`src/rtl/mlsf_map.svh`:
```
// register offsets, field positions and fixed values of the limit status flags
`ifndef MLSF_MAP_SVH
`define MLSF_MAP_SVH

// register offsets
`define MLSF_OFF_VOLT_TEMP_STATUS   8'h41
`define MLSF_OFF_FAN_FAULT_STATUS   8'h42
`define MLSF_OFF_VOLTAGE_ID_PINS    8'h43

// reset values of the two status registers
`define MLSF_STATUS_RESET           8'h00

// voltage_temp_status fields
`define MLSF_S1_PENDING_BIT         7
// fan_and_fault_status fields
`define MLSF_S2_VOLT12_BIT          0
`define MLSF_S2_RESERVED_BIT        1
`define MLSF_S2_TACH_LSB            2
`define MLSF_S2_FAULT_ONE_BIT       6
`define MLSF_S2_FAULT_TWO_BIT       7

// reading forced into a faulty remote diode
`define MLSF_FORCED_TEMP            8'h80

// channel counts and id pin width
`define MLSF_NUM_VOLT               5
`define MLSF_NUM_TEMP               3
`define MLSF_NUM_TACH               4
`define MLSF_NUM_CH                 12
`define MLSF_VID_WIDTH              5

`endif

```
`src/rtl/mlsf_pkg.sv`:
```
// types shared by the limit status flag logic
`default_nettype none

package mlsf_pkg;

  typedef logic [7:0] mlsf_byte_type;

  // limit channel index: volt 2.5/core/main/5V/12V, temp remote one/internal/remote two, fans
  typedef enum logic [3:0]
  {
    CH_V25, CH_VCORE, CH_VMAIN, CH_V5, CH_V12,
    CH_REM_ONE, CH_INTERNAL, CH_REM_TWO,
    CH_FAN_ONE, CH_FAN_TWO, CH_FAN_THREE, CH_FAN_FOUR
  } mlsf_chan_type;

endpackage

`default_nettype wire

```
`src/rtl/mlsf_cmp.sv`:
```
// limit comparator: window check or tachometer minimum check
`timescale 1ns/1ns
`default_nettype none

module mlsf_cmp
#(
  parameter int WIDTH = 17
)
(
  // operands, all signed
  input  wire logic [WIDTH-1:0] reading,
  input  wire logic [WIDTH-1:0] lo_limit,
  input  wire logic [WIDTH-1:0] hi_limit,
  // 1: only the upper bound counts
  input  wire logic             min_mode,
  // result
  output logic                  violate
);

  wire lo_hit;
  wire hi_hit;

  // low limit is inclusive, high limit exclusive
  assign lo_hit  = $signed(reading) <= $signed(lo_limit);
  assign hi_hit  = $signed(reading) >  $signed(hi_limit);
  assign violate = hi_hit | (lo_hit & ~min_mode);

endmodule // mlsf_cmp

`default_nettype wire

```
`src/rtl/mlsf_top.sv`:
```
// status flag logic of the hardware monitor: limit checks, sticky bits, fault bits, id pins
`timescale 1ns/1ns
`default_nettype none
`include "mlsf_map.svh"

module mlsf_top
#(
  parameter int NUM_TACH = `MLSF_NUM_TACH
)
(
  // clock and reset
  input  wire logic                         sys_clk,
  input  wire logic                         arst_n,
  // register port
  input  wire logic [7:0]                   reg_addr,
  input  wire logic                         reg_rd,
  output logic [7:0]                        reg_rdata_r,
  // monitoring control
  input  wire logic                         monitor_start,
  // individual enables
  input  wire logic [`MLSF_NUM_VOLT-1:0]    volt_en,
  input  wire logic [`MLSF_NUM_TEMP-1:0]    temp_en,
  input  wire logic [NUM_TACH-1:0]          fan_en,
  // voltage readings and limits
  input  wire logic [`MLSF_NUM_VOLT-1:0]    volt_upd,
  input  wire logic [`MLSF_NUM_VOLT-1:0][7:0] volt_reading,
  input  wire logic [`MLSF_NUM_VOLT-1:0][7:0] volt_low_limit,
  input  wire logic [`MLSF_NUM_VOLT-1:0][7:0] volt_high_limit,
  // temperature readings and limits, two's complement
  input  wire logic [`MLSF_NUM_TEMP-1:0]    temp_upd,
  input  wire logic [`MLSF_NUM_TEMP-1:0][7:0] temp_reading,
  input  wire logic [`MLSF_NUM_TEMP-1:0][7:0] temp_low_limit,
  input  wire logic [`MLSF_NUM_TEMP-1:0][7:0] temp_high_limit,
  // tachometer readings and minimums
  input  wire logic [NUM_TACH-1:0]          tach_upd,
  input  wire logic [NUM_TACH-1:0][15:0]    tach_reading,
  input  wire logic [NUM_TACH-1:0][15:0]    tach_min,
  // diode pin pair fault detectors, one and two
  input  wire logic [1:0]                   diode_fault,
  // voltage identification pins
  input  wire logic [`MLSF_VID_WIDTH-1:0]   voltage_ident_pins,
  // forced-aware diode reading registers
  output mlsf_pkg::mlsf_byte_type           remote_one_reading_r,
  output mlsf_pkg::mlsf_byte_type           remote_two_reading_r
);

  localparam int NCH     = `MLSF_NUM_VOLT + `MLSF_NUM_TEMP + NUM_TACH;
  localparam int TB      = `MLSF_NUM_VOLT + `MLSF_NUM_TEMP;
  localparam int DIO_ONE = int'(mlsf_pkg::CH_REM_ONE);
  localparam int DIO_TWO = int'(mlsf_pkg::CH_REM_TWO);

  // per-channel operands and controls
  logic [16:0]    ch_rd [NCH];
  logic [16:0]    ch_lo [NCH];
  logic [16:0]    ch_hi [NCH];
  logic [NCH-1:0] ch_min;
  logic [NCH-1:0] ch_en;
  logic [NCH-1:0] ch_upd;
  logic [NCH-1:0] ch_kill;
  logic [NCH-1:0] ch_rdclr;
  logic [NCH-1:0] ch_viol;

  // sticky bits and the condition seen at the last update
  logic [NCH-1:0] lim_stat_r;
  logic [NCH-1:0] lim_stat_nxt;
  logic [NCH-1:0] lim_act_r;
  logic [NCH-1:0] lim_act_nxt;
  logic [1:0]     flt_stat_r;
  logic [1:0]     flt_stat_nxt;

  mlsf_pkg::mlsf_byte_type status1_w;
  mlsf_pkg::mlsf_byte_type status2_w;
  mlsf_pkg::mlsf_byte_type rdata_nxt;

  wire rd_s1;
  wire rd_s2;
  wire rd_vid;
  wire [1:0] diode_en;
  wire [1:0] fault_force;

  // register decode; no write path exists, so writes cannot alter anything
  assign rd_s1  = reg_rd & (reg_addr == `MLSF_OFF_VOLT_TEMP_STATUS);
  assign rd_s2  = reg_rd & (reg_addr == `MLSF_OFF_FAN_FAULT_STATUS);
  assign rd_vid = reg_rd & (reg_addr == `MLSF_OFF_VOLTAGE_ID_PINS);

  assign diode_en    = {temp_en[2], temp_en[0]};
  // fault loads 80h every cycle it lasts while started
  assign fault_force = diode_fault & {2{monitor_start}};

  generate
    for (genvar i = 0; i < NCH; i++)
    begin : g_ch
      if (i < `MLSF_NUM_VOLT)
      begin : g_volt
        assign ch_rd[i]    = {9'h000, volt_reading[i]};
        assign ch_lo[i]    = {9'h000, volt_low_limit[i]};
        assign ch_hi[i]    = {9'h000, volt_high_limit[i]};
        assign ch_min[i]   = 1'b0;
        assign ch_en[i]    = volt_en[i];
        // updates only while started
        assign ch_upd[i]   = volt_upd[i] & monitor_start;
        assign ch_kill[i]  = 1'b0;
      end
      else if (i < TB)
      begin : g_temp
        localparam int K = i - `MLSF_NUM_VOLT;
        localparam int F = (K == 0) ? 0 : 1;
        localparam bit IS_DIODE = (i == DIO_ONE) || (i == DIO_TWO);
        wire forced;
        assign forced      = IS_DIODE & fault_force[F];
        // signed compare via sign extension
        assign ch_rd[i]    = forced ? {9'h1FF, `MLSF_FORCED_TEMP}
                                    : {{9{temp_reading[K][7]}}, temp_reading[K]};
        assign ch_lo[i]    = {{9{temp_low_limit[K][7]}}, temp_low_limit[K]};
        assign ch_hi[i]    = {{9{temp_high_limit[K][7]}}, temp_high_limit[K]};
        assign ch_min[i]   = 1'b0;
        assign ch_en[i]    = temp_en[K];
        assign ch_upd[i]   = (temp_upd[K] & monitor_start) | forced;
        // diode disable clears at once, not at the next update
        assign ch_kill[i]  = IS_DIODE & ~temp_en[K];
      end
      else
      begin : g_tach
        localparam int K = i - TB;
        assign ch_rd[i]    = {1'b0, tach_reading[K]};
        assign ch_lo[i]    = 17'h00000;
        assign ch_hi[i]    = {1'b0, tach_min[K]};
        // only exceeding the minimum counts
        assign ch_min[i]   = 1'b1;
        assign ch_en[i]    = fan_en[K];
        assign ch_upd[i]   = tach_upd[K] & monitor_start;
        assign ch_kill[i]  = 1'b0;
      end

      if ((i == int'(mlsf_pkg::CH_V12)) || (i >= TB))
      begin : g_in_s2
        assign ch_rdclr[i] = rd_s2;
      end
      else
      begin : g_in_s1
        assign ch_rdclr[i] = rd_s1;
      end

      mlsf_cmp #(.WIDTH(17)) u_cmp
      (
        .reading  (ch_rd[i]),
        .lo_limit (ch_lo[i]),
        .hi_limit (ch_hi[i]),
        .min_mode (ch_min[i]),
        .violate  (ch_viol[i])
      );

      // condition tracked per update
      assign lim_act_nxt[i]  = ch_upd[i] ? (ch_viol[i] & ch_en[i]) : lim_act_r[i];
      // kill, then set (wins over read), then disabled update clears, then read
      assign lim_stat_nxt[i] = ch_kill[i]                          ? 1'b0 :
                               (ch_upd[i] & ch_en[i] & ch_viol[i]) ? 1'b1 :
                               (ch_upd[i] & ~ch_en[i])             ? 1'b0 :
                               ch_rdclr[i] ? (lim_stat_r[i] & lim_act_nxt[i])
                                           : lim_stat_r[i];
    end
  endgenerate

  // fault bits: no rise when stopped or disabled; read keeps a live fault
  // a disabled diode holds no fault bit at all
  assign flt_stat_nxt = diode_en & (
                          (fault_force & diode_en)
                        | (flt_stat_r & ~({2{rd_s2}} & ~diode_fault))
                        );

  // group enables are not inputs here; only individual ones gate setting
  assign status2_w = {flt_stat_r[1], flt_stat_r[0], lim_stat_r[TB+3 -: 4], 1'b0,
                      lim_stat_r[int'(mlsf_pkg::CH_V12)]};
  // pending bit follows status-2 both ways
  assign status1_w = {(|status2_w), lim_stat_r[DIO_TWO:DIO_ONE], lim_stat_r[3:0]};

  // id pins sampled at the read; unmapped offsets leave the answer unchanged
  assign rdata_nxt = rd_s1  ? status1_w :
                     rd_s2  ? status2_w :
                     rd_vid ? {3'h0, voltage_ident_pins} :
                     reg_rdata_r;

  always_ff @(posedge sys_clk or negedge arst_n)
  begin
    if (!arst_n)
    begin
      lim_stat_r <= '0;
      lim_act_r  <= '0;
      flt_stat_r <= 2'h0;
    end
    else
    begin
      lim_stat_r <= lim_stat_nxt;
      lim_act_r  <= lim_act_nxt;
      flt_stat_r <= flt_stat_nxt;
    end
  end

  // answer holds until the next read; it carries the pre-clear value
  always_ff @(posedge sys_clk or negedge arst_n)
  begin
    if (!arst_n)
      reg_rdata_r <= `MLSF_STATUS_RESET;
    else
      reg_rdata_r <= rdata_nxt;
  end

  always_ff @(posedge sys_clk or negedge arst_n)
  begin
    if (!arst_n)
    begin
      remote_one_reading_r <= 8'h00;
      remote_two_reading_r <= 8'h00;
    end
    else
    begin
      if (ch_upd[DIO_ONE])
        remote_one_reading_r <= ch_rd[DIO_ONE][7:0];
      if (ch_upd[DIO_TWO])
        remote_two_reading_r <= ch_rd[DIO_TWO][7:0];
    end
  end
endmodule // mlsf_top

`default_nettype wire

```
`config.mk`:
```
export PLATFORM = sky130hd
export DESIGN_NAME = mlsf_top
export DESIGN_NICKNAME = d
export VERILOG_FILES = /design/src/rtl/mlsf_pkg.sv /design/src/rtl/mlsf_cmp.sv /design/src/rtl/mlsf_top.sv
export VERILOG_INCLUDE_DIRS = /design/src /design/src/rtl
export SDC_FILE = /design/constraint.sdc
export NUM_CORES = 1
export LEC_CHECK = 0
export CORE_ASPECT_RATIO = 0.75
export CORE_MARGIN = 2
export CORE_UTILIZATION = 35
export DETAILED_ROUTE_END_ITERATION = 10
export DONT_BUFFER_PORTS = 1
export PLACE_DENSITY = 0.58
export SLEW_MARGIN = 5
export SYNTH_ARGS = -nofsm -noshare
export SYNTH_HDL_FRONTEND = slang
export SYNTH_HIERARCHICAL = 1
export SYNTH_SLANG_ARGS = --single-unit
```
`constraint.sdc`:
```
create_clock -name sys_clk -period 1.4 [get_ports sys_clk]
set_input_delay 0.07 -clock sys_clk [delete_from_list [all_inputs] [get_ports sys_clk]]
set_output_delay 0.07 -clock sys_clk [all_outputs]
set_load 0.005 [all_outputs]
```
==> metrics.txt <==
CP Max Fanout 8; Clk pwr share a little over a fifth; Startpoint Class input port; Initial DRT Pass Iterations 5; Final Cycle Share 114%; Layout area overhead 26.6%; Worst-Margin Slew slightly below 600 ps; vias in the first global route 12000; commonest non-fill, non-tap cells in the layout inv_1, ha_1, conb_1; core area 36800 sq um; routed vias roughly 12000; crit path buf inv count 2; Fmax 628 MHz; clock root buffer clkbuf_16; critical path's top delay family compound AO/OA/AOI/OAI gates; Die W 226 um; Iter 0 DRT Violations 364; vias per cell a little under 5; boundary pin count roughly 390; simple-gate share of the synthesized area between 10% and 20%; XOR/XNOR Fraction of Synth Area 0%; Layout Nets 2784; CTS tree yes; WP data required roughly 1600 ps; Initial Utilization 35.3%; commonest non-fill, non-tap cell in the layout inv_1; static leakage 8.18 nW; final setup vio count 4; Seq cells post-synth 50; CTS clk-pin slew, worst paths roughly 80 ps; Final Hold Viols 0; post-synthesis cell count 1667; crit-path cells nand2_8 -> nand2b_4 -> buf_8 -> ha_4 -> o21ai_1 -> o21ai_1 -> a41oi_2 -> a211o_1 -> inv_1 -> nor2_1 -> o21a_1; kind of critical path in2reg; switching power 2.75 mW; relative slew slack 61.0%; routed len/inst 13.7 um; Worst VDD drop 435 uV; yosys warns 6; syn_area_per_cell 7.78 sq um; PD cells approximately 430 nW/um^2; sequential fraction of the synthesis area under 10%; antenna violations before repair 9; Max-Cap Viols 0; Rows 61; worst-skew pair later-pin latency 300 ps; Slowest-stage cell, CP a211o_1; Die Ht 171 um; layout cells sized above 1 10.4%; DIE AREA 38600 sq um; Total Routing Usage GR between 10% and 20%; Clock Sinks 50; fill cell count 3758; status complete, but fails checks; sequential share of power 25.3%; Post-Synth Adder-Cell Area 39.4%; H-tree lvl count 2; CP endpoint kind register; failing checks setup timing; largest stage delay on the critical path roughly 350 ps; Post-Place Cells 2483; multiplexer area fraction after synthesis 1.56%; compound-cell area share of the yosys netlist approximately a fifth; number of buffers created by CTS 5; Port Buffers 0; total power between 7 and 8 mW; crit path DAT 1770 ps; final wirelength roughly 35000 um; clock skew 14.1 ps; Final Non-Filler Cells 2524; Net Sw Frac about two fifths; Final HPWL DP 30600 um; Int Pwr 4.33 mW; RSZ-0062 raised after global routing true; distinct cell type count after synthesis 48; CP dominant cell by count o21ai_1; largest family of logic cells by synthesized area adder cells; DRC viols 0; area of the mapped netlist 13000 sq um; first-pass GRT wire length about 55000 um; post-route ant nets 0; post-layout min period ~1600 ps; Max Slew Vio Count 0; clock tree buffer depth 2; largest net degree at the start of global routing 51; total gr overflow 0; Comb power frac 53.5%; gp weighted congestion 0.857; setup slack after layout -192 ps; hold crit path type in2reg
## metrics by stage
step | hold WS, ps | setup slack [ps] | TNS, ps | instance area (sq um) | utilization [%]
after floorplan | -226 | -586 | -1930 | 14600 | -
after global placement | -225 | -649 | -6460 | 15400 | 41.9
after detailed placement | -225 | -633 | -6850 | 15400 | 41.9
after CTS | 0.442 | -168 | -340 | 16100 | 43.8
after global routing | 12.0 | -311 | -933 | 16400 | 44.6
final | 15.4 | -192 | -537 | 16400 | 44.6
## what timing repair did
| action | CTS | global route |
|---|---|---|
| resized for setup | 44 | 56 |
| setup endpoints to repair | 4 | 21 |
| pin swaps | 32 | 37 |
| endpoints found under the hold margin | 74 | 0 |
| hold buffers | 23 | 0 |
| cloned | 2 | 0 |
| buffers inserted | 1 | 2 |
## kinds of logic after synthesis
group | after synthesis
AO/OA/AOI/OAI | 394
adder cells (fa/ha/maj) | 408
buffers and inverters | 420
flip-flops | 50
multiplexers | 18
other | 2
AND/OR/NAND/NOR | 375
## worst register-to-register path: stages (launching register included)
cell	delay, ps
dfrtp_1	460
nor4b_1	340
a21oi_1	110
o21ai_1	90
nand3_1	90
## final cells by class
class,instances,area (sq um),area share (%)
Clock buffer,5,125,0.762
Timing Repair Buffer,52,502,3.06
Multi-Input combinational cell,1493,12300,74.9
Tap cell,504,631,3.84
Antenna cell,6,15.0,0.0915
Inverter,411,1560,9.47
Clock inverter,3,48.8,0.297
Sequential cell,50,1250,7.62
## path summary, 6_finish.rpt
path,startpoint,end,slack [ps],cells past startpoint
max,diode_fault[0],lim_stat_r[5],-190,11
min,volt_upd[3],lim_act_r[3],20,2
max reg2reg,lim_stat_r[4],reg_rdata_r[7],220,4
min reg2reg,lim_act_r[8],lim_act_r[8],490,2
max in group asynchronous,arst_n,lim_act_r[4],820,2
min in group asynchronous,arst_n,remote_two_reading_r[4],330,2
## sequential cells by signal, summed over array words and instances, names as in the netlist
register and flops:
reg_rdata_r 8, flt_stat_r 2, lim_act_r 12, lim_stat_r 12
remote_two_reading_r 8, remote_one_reading_r 8
## layer usage
layer | track usage, % | vias to the layer above | routed length [um]
li1 | - | 6412 | -
met1 | 22.0 | 5440 | 16100
met2 | 30.8 | 251 | 16100
met3 | 3.81 | 31 | 2090
met4 | 2.55 | 6 | 372
met5 | 0 | - | 35
## power groups by stage
stage                     combinational (mW)  clock, mW  sequential, mW
after floorplan                         2.66          0            1.75
after global placement                  3.20          0            1.82
after detailed placement                3.29          0            1.82
after CTS                               3.55       1.54            1.80
after global routing                    4.47       1.60            1.82
final                                   3.79       1.50            1.79
## cell usage after synthesis (all sizes together)
cell type,count,share of area [%]
a211o,12,0.81
a211oi,48,2.8
a21boi,2,0.12
a21o,41,2.4
a21oi,86,3.3
a22oi,6,0.35
a31o,12,0.81
a31oi,12,0.58
a32oi,18,1.2
a41oi,12,0.81
and2,15,0.72
and2b,1,0.058
and3,37,1.8
and4,24,1.6
and4b,1,0.077
and4bb,1,0.13
buf,8,0.47
clkbuf,1,0.029
conb,2,0.058
dfrtp,50,9.6
ha,408,39
inv,411,12
mux2,18,1.6
nand2,70,2.0
nand2b,14,0.68
nand3,67,2.7
nand3b,5,0.29
nand4,53,2.6
nor2,34,0.98
nor2b,13,0.63
nor3,13,0.59
nor3b,1,0.058
nor4,1,0.048
nor4b,13,0.88
o211ai,10,0.96
o21a,1,0.058
o21ai,106,4.1
o22a,4,0.27
o32ai,12,0.81
o41ai,12,0.81
or4b,12,0.93
Note: power is estimated with default switching activity, not from simulation.
